[src/design/plcms_regs.svh]
// Register offsets, reset values and field positions of the concealment mode selector
// Behaviour
// - First loss, armed, no continuation: phase match
// - Bad then good with continuation: next-good phase match
// - Bad then bad with continuation: burst phase match
// - Arming needs peak band within 75-1000 Hz
// - Arming needs band step<=1 and small energy change
// - Arming needs no transient among three past frames
// - Arm flag computed on each good frame update
// - Current stationarity set when difference below 0.032209
// - Hysteresis copies only on agreement, then stores current
// - Stationary erased frame: repetition and smoothing
// - Non-stationary erased frame: conventional overlap-add
// - Stationary next good frame: repetition and smoothing
// - Non-stationary after burst: next-good-after-burst mode
// - Non-stationary after single loss: conventional overlap-add
// - Next-good smoothing has single and burst variants
// - Continuation flag held after phase-matched erasure
`ifndef PLCMS_REGS_SVH
`define PLCMS_REGS_SVH

// ****************************************************************
// Register byte offsets
// ****************************************************************
`define PLCMS_STAT_THR_OFS   8'h00
`define PLCMS_RS_THR_OFS     8'h04
`define PLCMS_EC_THR_OFS     8'h08
`define PLCMS_BAND_OFS       8'h0C
`define PLCMS_STATUS_OFS     8'h10

// ****************************************************************
// Reset values (energies are unsigned Q0.16 fractions)
// ****************************************************************
`define PLCMS_STAT_THR_RST   16'h083F
`define PLCMS_RS_THR_RST     16'h28B8
`define PLCMS_EC_THR_RST     16'h1000
`define PLCMS_BAND_LO_RST    8'h01
`define PLCMS_BAND_HI_RST    8'h0A

// ****************************************************************
// Field positions
// ****************************************************************
`define PLCMS_BAND_LO_LSB    0
`define PLCMS_BAND_HI_LSB    8
`define PLCMS_ST_MODE_LSB    0
`define PLCMS_ST_ARM_BIT     3
`define PLCMS_ST_NEXT_BIT    4
`define PLCMS_ST_OUT_BIT     5
`define PLCMS_ST_OLD_BIT     6
`define PLCMS_ST_CNT_LSB     8
`define PLCMS_TRANS_DEPTH    3

`endif

[src/design/plcms_pkg.sv]
// Types shared by the concealment mode selector files
package plcms_pkg;

  // ****************************************************************
  // Concealment mode codes
  // ****************************************************************
  typedef enum logic [2:0] {
    PLCMS_OLA         = 3'b000,
    PLCMS_PM_ERASED   = 3'b001,
    PLCMS_PM_NEXT     = 3'b010,
    PLCMS_PM_BURST    = 3'b011,
    PLCMS_RS_ERASED   = 3'b100,
    PLCMS_RS_NEXT_ONE = 3'b101,
    PLCMS_RS_NEXT_BST = 3'b110,
    PLCMS_NG_AFTER_BST = 3'b111
  } plcms_mode_e;

  typedef logic [15:0] plcms_energy_t;

endpackage

[src/design/plcms_selector.sv]
// Per-frame concealment mode selector with APB register access
`timescale 1ns/100ps
`default_nettype none
`include "plcms_regs.svh"
module plcms_selector
  import plcms_pkg::*;
#(
  parameter int BAND_W = 8,
  parameter int CNT_W  = 8
)
(
  input  wire logic                     pclk,
  input  wire logic                     presetn,
  // APB slave
  input  wire logic                     psel,
  input  wire logic                     penable,
  input  wire logic                     pwrite,
  input  wire logic [7:0]               paddr,
  input  wire logic [31:0]              pwdata,
  output logic [31:0]                   prdata,
  output logic                          pready,
  output logic                          pslverr,
  // Frame side
  input  wire logic                     frame_strobe,
  input  wire logic                     bfi_cur,
  input  wire logic                     bfi_prev,
  input  wire plcms_pkg::plcms_energy_t diff_energy,
  input  wire logic [BAND_W-1:0]        max_band_idx,
  input  wire logic                     frame_transient,
  output plcms_pkg::plcms_mode_e        plc_mode,
  output logic                          mode_valid,
  output logic                          pm_arm,
  output logic                          pm_continue,
  output logic [CNT_W-1:0]              lost_frame_count
);
  import plcms_pkg::*;

  // ****************************************************************
  // Storage
  // ****************************************************************
  plcms_energy_t                   stat_thr_q;
  plcms_energy_t                   rs_thr_q;
  plcms_energy_t                   energy_change_threshold_q;
  logic [BAND_W-1:0]               band_lo_q;
  logic [BAND_W-1:0]               band_hi_q;
  plcms_mode_e                     mode_q;
  logic                            valid_q;
  logic                            arm_q;
  logic                            cont_q;
  logic [CNT_W-1:0]                cnt_q;
  logic [BAND_W-1:0]               prev_band_q;
  logic                            band_seen_q;
  logic [`PLCMS_TRANS_DEPTH-1:0]   trans_hist_q;
  plcms_energy_t                   diff_last_q;
  logic [31:0]                     prdata_q;
  logic                            pready_q;
  logic                            pslverr_q;

  logic                            stat_old;
  logic                            stat_out;
  logic                            good_upd;
  logic [CNT_W-1:0]                cnt_now;
  logic                            stationary;
  logic                            band_ok;
  logic                            step_ok;
  logic                            arm_d;
  plcms_mode_e                     mode_d;
  logic                            cont_d;
  logic [BAND_W-1:0]               band_step;
  logic                            setup;
  logic                            wr_en;
  logic                            addr_ok;
  logic [31:0]                     rd_word;

  // ****************************************************************
  // Frame bookkeeping
  // ****************************************************************

  // Good frames run the memory update that refreshes every measure
  assign good_upd = frame_strobe & ~bfi_cur;

  // Loss count including the current frame; saturates instead of wrapping
  always_comb
  begin
    cnt_now = cnt_q;
    if (bfi_cur && (cnt_q != {CNT_W{1'b1}}))
    begin
      cnt_now = cnt_q + {{(CNT_W-1){1'b0}}, 1'b1};
    end
  end

  // Stationarity of the last good frame, either test suffices
  assign stationary = stat_out | (diff_last_q < rs_thr_q);

  plcms_stat_hyst u_hyst (
    .pclk        (pclk),
    .presetn     (presetn),
    .update      (good_upd),
    .diff_energy (diff_energy),
    .stat_thr    (stat_thr_q),
    .stat_old_q  (stat_old),
    .stat_out_q  (stat_out)
  );

  // ****************************************************************
  // Phase matching arm decision
  // ****************************************************************

  // Band window stands for 75..1000 Hz in sub-band index terms
  assign band_ok = (max_band_idx >= band_lo_q) && (max_band_idx <= band_hi_q);
  assign band_step = (max_band_idx >= prev_band_q) ? (max_band_idx - prev_band_q)
                                                   : (prev_band_q - max_band_idx);
  // First good frame has no history, so it cannot arm
  assign step_ok = band_seen_q && (band_step <= {{(BAND_W-1){1'b0}}, 1'b1});
  assign arm_d = band_ok && step_ok
                 && (diff_energy < energy_change_threshold_q)
                 && (trans_hist_q == '0);

  // Arm flag and history only move on a good frame
  always_ff @(posedge pclk or negedge presetn)
  begin
    if (!presetn)
    begin
      arm_q        <= 1'b0;
      prev_band_q  <= '0;
      band_seen_q  <= 1'b0;
      trans_hist_q <= '0;
      diff_last_q  <= '0;
    end
    else if (good_upd)
    begin
      arm_q        <= arm_d;
      prev_band_q  <= max_band_idx;
      band_seen_q  <= 1'b1;
      trans_hist_q <= {trans_hist_q[`PLCMS_TRANS_DEPTH-2:0], frame_transient};
      diff_last_q  <= diff_energy;
    end
  end

  // ****************************************************************
  // Mode decision
  // ****************************************************************

  // Priority chain: phase matching first, then smoothing, then overlap-add
  always_comb
  begin
    mode_d = PLCMS_OLA;
    cont_d = cont_q;
    if (bfi_cur && (cnt_now == {{(CNT_W-1){1'b0}}, 1'b1}) && arm_q && !cont_q)
    begin
      mode_d = PLCMS_PM_ERASED;
      cont_d = 1'b1;
    end
    else if (bfi_prev && !bfi_cur && cont_q)
    begin
      mode_d = PLCMS_PM_NEXT;
      cont_d = 1'b0;
    end
    else if (bfi_prev && bfi_cur && cont_q)
    begin
      mode_d = PLCMS_PM_BURST;
    end
    else if (bfi_cur)
    begin
      mode_d = stationary ? PLCMS_RS_ERASED : PLCMS_OLA;
    end
    else if (bfi_prev)
    begin
      if (stationary)
      begin
        // Smoothing variant depends on the burst length
        mode_d = (cnt_q > {{(CNT_W-1){1'b0}}, 1'b1}) ? PLCMS_RS_NEXT_BST
                                                      : PLCMS_RS_NEXT_ONE;
      end
      else
      begin
        mode_d = (cnt_q > {{(CNT_W-1){1'b0}}, 1'b1}) ? PLCMS_NG_AFTER_BST
                                                      : PLCMS_OLA;
      end
    end
    else
    begin
      cont_d = 1'b0;
    end
  end

  // Mode registered once per strobe and held until the next one
  always_ff @(posedge pclk or negedge presetn)
  begin
    if (!presetn)
    begin
      mode_q  <= PLCMS_OLA;
      cont_q  <= 1'b0;
      cnt_q   <= '0;
      valid_q <= 1'b0;
    end
    else
    begin
      valid_q <= frame_strobe;
      if (frame_strobe)
      begin
        mode_q <= mode_d;
        cont_q <= cont_d;
        cnt_q  <= bfi_cur ? cnt_now : '0;
      end
    end
  end

  // ****************************************************************
  // APB slave: no wait state, answer prepared in setup cycle
  // ****************************************************************
  assign setup = psel & ~penable;
  assign wr_en = psel & penable & pready_q & pwrite;
  assign addr_ok = (paddr == `PLCMS_STAT_THR_OFS) || (paddr == `PLCMS_RS_THR_OFS)
                   || (paddr == `PLCMS_EC_THR_OFS) || (paddr == `PLCMS_BAND_OFS)
                   || (paddr == `PLCMS_STATUS_OFS);

  // Read mux; unmapped addresses read zero
  always_comb
  begin
    rd_word = 32'h0000_0000;
    unique case (paddr)
      `PLCMS_STAT_THR_OFS: rd_word[15:0] = stat_thr_q;
      `PLCMS_RS_THR_OFS:   rd_word[15:0] = rs_thr_q;
      `PLCMS_EC_THR_OFS:   rd_word[15:0] = energy_change_threshold_q;
      `PLCMS_BAND_OFS:
      begin
        rd_word[`PLCMS_BAND_LO_LSB +: BAND_W] = band_lo_q;
        rd_word[`PLCMS_BAND_HI_LSB +: BAND_W] = band_hi_q;
      end
      `PLCMS_STATUS_OFS:
      begin
        rd_word[`PLCMS_ST_MODE_LSB +: 3]     = mode_q;
        rd_word[`PLCMS_ST_ARM_BIT]           = arm_q;
        rd_word[`PLCMS_ST_NEXT_BIT]          = cont_q;
        rd_word[`PLCMS_ST_OUT_BIT]           = stat_out;
        rd_word[`PLCMS_ST_OLD_BIT]           = stat_old;
        rd_word[`PLCMS_ST_CNT_LSB +: CNT_W]  = cnt_q;
      end
      default: rd_word = 32'h0000_0000;
    endcase
  end

  // Handshake flops; pready rises only for the access phase
  always_ff @(posedge pclk or negedge presetn)
  begin
    if (!presetn)
    begin
      pready_q  <= 1'b0;
      pslverr_q <= 1'b0;
      prdata_q  <= 32'h0000_0000;
    end
    else
    begin
      pready_q <= setup;
      if (setup)
      begin
        pslverr_q <= ~addr_ok;
        prdata_q  <= pwrite ? 32'h0000_0000 : rd_word;
      end
    end
  end

  // Writable thresholds; the status word ignores writes
  always_ff @(posedge pclk or negedge presetn)
  begin
    if (!presetn)
    begin
      stat_thr_q                <= `PLCMS_STAT_THR_RST;
      rs_thr_q                  <= `PLCMS_RS_THR_RST;
      energy_change_threshold_q <= `PLCMS_EC_THR_RST;
      band_lo_q                 <= BAND_W'(`PLCMS_BAND_LO_RST);
      band_hi_q                 <= BAND_W'(`PLCMS_BAND_HI_RST);
    end
    else if (wr_en)
    begin
      unique case (paddr)
        `PLCMS_STAT_THR_OFS: stat_thr_q <= pwdata[15:0];
        `PLCMS_RS_THR_OFS:   rs_thr_q <= pwdata[15:0];
        `PLCMS_EC_THR_OFS:   energy_change_threshold_q <= pwdata[15:0];
        `PLCMS_BAND_OFS:
        begin
          band_lo_q <= pwdata[`PLCMS_BAND_LO_LSB +: BAND_W];
          band_hi_q <= pwdata[`PLCMS_BAND_HI_LSB +: BAND_W];
        end
        default: ;
      endcase
    end
  end

  // ****************************************************************
  // Outputs
  // ****************************************************************
  assign prdata           = prdata_q;
  assign pready           = pready_q;
  assign pslverr          = pslverr_q;
  assign plc_mode         = mode_q;
  assign mode_valid       = valid_q;
  assign pm_arm           = arm_q;
  assign pm_continue      = cont_q;
  assign lost_frame_count = cnt_q;

endmodule // plcms_selector
`default_nettype wire

[src/design/plcms_stat_hyst.sv]
// Stationarity decision with hysteresis for the concealment mode selector
`timescale 1ns/100ps
`default_nettype none
module plcms_stat_hyst
  import plcms_pkg::*;
(
  input  wire logic                     pclk,
  input  wire logic                     presetn,
  input  wire logic                     update,
  input  wire plcms_pkg::plcms_energy_t diff_energy,
  input  wire plcms_pkg::plcms_energy_t stat_thr,
  output logic                          stat_old_q,
  output logic                          stat_out_q
);
  import plcms_pkg::*;

  logic stat_curr;

  // Current-frame stationarity from the energy difference
  assign stat_curr = (diff_energy < stat_thr);

  // Output follows only when two frames agree, which damps toggling
  always_ff @(posedge pclk or negedge presetn)
  begin
    if (!presetn)
    begin
      stat_old_q <= 1'b0;
      stat_out_q <= 1'b0;
    end
    else if (update)
    begin
      if (stat_old_q == stat_curr)
      begin
        stat_out_q <= stat_curr;
      end
      stat_old_q <= stat_curr;
    end
  end

endmodule // plcms_stat_hyst
`default_nettype wire

[config.mk]
export PLATFORM = sky130hd
export DESIGN_NAME = plcms_selector
export DESIGN_NICKNAME = d
export VERILOG_FILES = /design/src/design/plcms_pkg.sv /design/src/design/plcms_selector.sv /design/src/design/plcms_stat_hyst.sv
export VERILOG_INCLUDE_DIRS = /design/src /design/src/design
export SDC_FILE = /design/constraint.sdc
export NUM_CORES = 1
export LEC_CHECK = 0
export ABC_AREA = 1
export BUFFER_PORTS_ARGS = -buffer_cell sky130_fd_sc_hd__buf_4
export CORE_ASPECT_RATIO = 1.5
export CORE_MARGIN = 4
export CORE_UTILIZATION = 40
export CTS_CLUSTER_SIZE = 14
export DETAILED_ROUTE_END_ITERATION = 16
export PLACE_DENSITY_LB_ADDON = 0.1
export REMOVE_ABC_BUFFERS = 1
export SYNTH_ARGS = -nofsm -noshare
export SYNTH_HDL_FRONTEND = slang
export SYNTH_SLANG_ARGS = --single-unit
[constraint.sdc]
create_clock -name pclk -period 2.55 [get_ports pclk]
set_input_delay 0.51 -clock pclk [delete_from_list [all_inputs] [get_ports pclk]]
set_output_delay 0.51 -clock pclk [all_outputs]
set_load 0.02 [all_outputs]
==> impl_metrics.json <==
{
  "antenna_found_initial": 0,
  "synth_top_cells_by_count": "nand2_1, inv_1, o21ai_0, dfrtp_1, ha_1",
  "worstHoldPathType": "in2async",
  "sw_frac_of_total": 0.285,
  "cts_root_buf": "clkbuf_16",
  "grt_max_degree": 40,
  "syn_avg_cell_area_um2": 8.00,
  "grt_pass1_vias": 6681,
  "status": "completed",
  "maxCapViolCount": 0,
  "clk_pin_slew_ps": 60,
  "r2r_cells": 12,
  "cts_tree": "built",
  "drt_pass1_iterations": 5,
  "place_hpwl_um": 17400,
  "nets": 1241,
  "combPwrFrac": 0.164,
  "crit_path_start": "rs_thr_q[11]",
  "synthDistinctLibCells": 41,
  "yosysWarnings": 0,
  "path_max_fanout": 3,
  "cts_buffers": 17,
  "path_cells": "inv_1, ha_1, a21oi_1, o21ai_0, nand3_1, nand2_1, a21boi_0, buf_4, a21oi_1, ha_1, nand4_1, a32oi_1",
  "clock_skew_ps": 9.96,
  "fin_total_pwr_mw": 5.33,
  "internal_power_mw": 3.81,
  "grt_overflow_total": 0,
  "worstSetupEndpointType": "flop",
  "yosys.area.top_type": "dfrtp_1",
  "worstSetupEndpoint": "plc_mode[0]",
  "synth-edff-count": 0,
  "cts_hold_buf": 0,
  "fmax_mhz": 432,
  "wl_per_cell_um": 16.8,
  "routed_wl_um": 22800,
  "place_congestion": 0.897,
  "finalCritPeriodShare": 0.908,
  "drtIter0Drc": 380,
  "drive_gt1_frac": 0.169,
  "synthFlopType": "dfrtp_1",
  "critPathKind": "reg2reg",
  "io_buffers": 88,
  "dieArea_mm2": 0.0221,
  "synth-seq-cells": 126,
  "grt_first_pass_wirelength_um": 36000,
  "cp-start-kind": "flop",
  "seq_area_frac_synth": 0.402,
  "track_usage": 0.212,
  "cp_data_arrival_time_ps": 2650,
  "drc": 0,
  "start_util": 0.410,
  "fillCellCount": 1988,
  "p_sw_mw": 1.52,
  "core_mm2": 0.0192,
  "vias": 6799,
  "cts-resized-gates": 0,
  "netlist_instances": 986,
  "die_y_um": 180,
  "yosysTopAreaCellShare": 0.346,
  "report.final.slew_viol_count": 0,
  "async_flop_share": 1.00,
  "post-route-min-period_ps": 2320,
  "power_frac_seq": 0.400,
  "finalHoldViolCount": 0,
  "slew_headroom": 0.436,
  "rsz0062_at_grt": "false",
  "syn_to_final_growth_pct": 19.7,
  "rrSetupSlack_ps": 230,
  "vdd_drop_max_mv": 0.343,
  "die_w_um": 123,
  "synthTopCellsByArea": "dfrtp_1, ha_1, nand2_1",
  "reg2reg_to": "plc_mode[0]",
  "required_ps": 2880,
  "rr_startpoint": "rs_thr_q[11]",
  "clk_path_buf_depth": 2,
  "clk_latency_ps": 420,
  "power_density_mw_per_mm2": 564,
  "cp_slowest_cell": "dfstp_2",
  "cts_setup_buffers": 0,
  "leakage_nw": 4.50,
  "rows": 62,
  "ant_nets": 0,
  "viasPerCell": 5.02,
  "clock-sinks": 126,
  "antenna_cells": 0,
  "setup_viol": 0,
  "h-tree-depth": 4,
  "clkPwrFrac": 0.435,
  "cpPeakStageDelay_ps": 540,
  "tightest_slew_ps": 845,
  "final.setup.tns_ps": 0,
  "netlist_area_mm2": 0.00789,
  "yosysMostFrequentCell": "nand2_1",
  "ios": 121
}
-- state kept, by name, indices dropped and copies added (netlist names), 3 cells and up --
register,cells
band_hi_q,8
band_lo_q,8
diff_last_q,16
energy_change_threshold_q,16
lost_frame_count,8
plc_mode,3
prdata,16
prev_band_q,8
rs_thr_q,16
stat_thr_q,16
trans_hist_q,3
-- critical path, delay by kind of cell, from the launching register on --
| kind | cells | cell delay [ps] |
|---|---|---|
| buffers and inverters | 2 | 190 |
| adder cells (fa/ha/maj) | 2 | 580 |
| flip-flops | 1 | 540 |
| AND/OR/NAND/NOR | 3 | 230 |
| AO/OA/AOI/OAI | 5 | 690 |
-- layout by cell type, fill, tap and decap left out, drive strengths merged, types with 33 or more instances in the layout --
cell type,Yosys,final
a21oi,42,42
buf,22,110
dfrtp,109,109
ha,80,80
inv,155,157
nand2,229,229
nand3,37,37
nor2,33,33
o21ai,134,134
o22ai,37,37
-- cell type report --
class / count / area (um^2) / share of cell area
clock buffer: 19 / 453 / 0.0480
sequential: 126 / 3170 / 0.336
timing repair buffer: 110 / 851 / 0.0901
tap: 256 / 320 / 0.0339
multi-input combinational: 676 / 3950 / 0.418
clock inverter: 13 / 115 / 0.0122
inverter: 155 / 584 / 0.0619
-- per-stage QoR --
step	utilization	std cells	hold WS (ps)	cell area (um^2)	worst slack, ps
4_1_cts	0.491	1355	69.0	9450	230
6_report	0.491	1355	63.3	9450	233
3_5_place_dp	0.461	1323	448	8880	227
5_1_grt	0.491	1355	86.9	9450	47.2
2_1_floorplan	-	957	214	7710	510
3_3_place_gp	0.461	1323	437	8880	246
-- routing by layer --
| metal | track usage | up-vias | part of all wire |
|---|---|---|---|
| met3 | 0.0358 | 37 | 0.036 |
| met4 | 0.0753 | 0 | 0.031 |
| met1 | 0.262 | 3186 | 0.42 |
| met5 | 0 | - | 0 |
| li1 | - | 3444 | - |
| met2 | 0.368 | 132 | 0.51 |
-- cell families after synthesis --
family,synth area share
other,0.000475
AO/OA/AOI/OAI,0.169
flip-flops,0.402
AND/OR/NAND/NOR,0.182
adder cells (fa/ha/maj),0.132
XOR/XNOR,0.00999
buffers and inverters,0.104
-- power by group through the flow --
stage / clock, mW / sequential, mW / combinational, mW
floorplan: 0 / 2.17 / 0.506
global placement: 0 / 2.17 / 0.875
detailed placement: 0 / 2.17 / 0.885
CTS: 2.37 / 2.13 / 0.889
global route: 2.47 / 2.14 / 1.00
finish: 2.32 / 2.13 / 0.875
-- worst min-delay path by stage --
stage	start	endpoint	cells after the start
after floorplan	presetn	band_hi_q[0]	0
after global placement	band_seen_q	band_seen_q	2
after detailed placement	band_seen_q	band_seen_q	2
after CTS	presetn	stat_thr_q[10]	1
after global routing	presetn	stat_thr_q[10]	1
final	presetn	stat_thr_q[10]	1
Power figures use the tool's default switching activity.
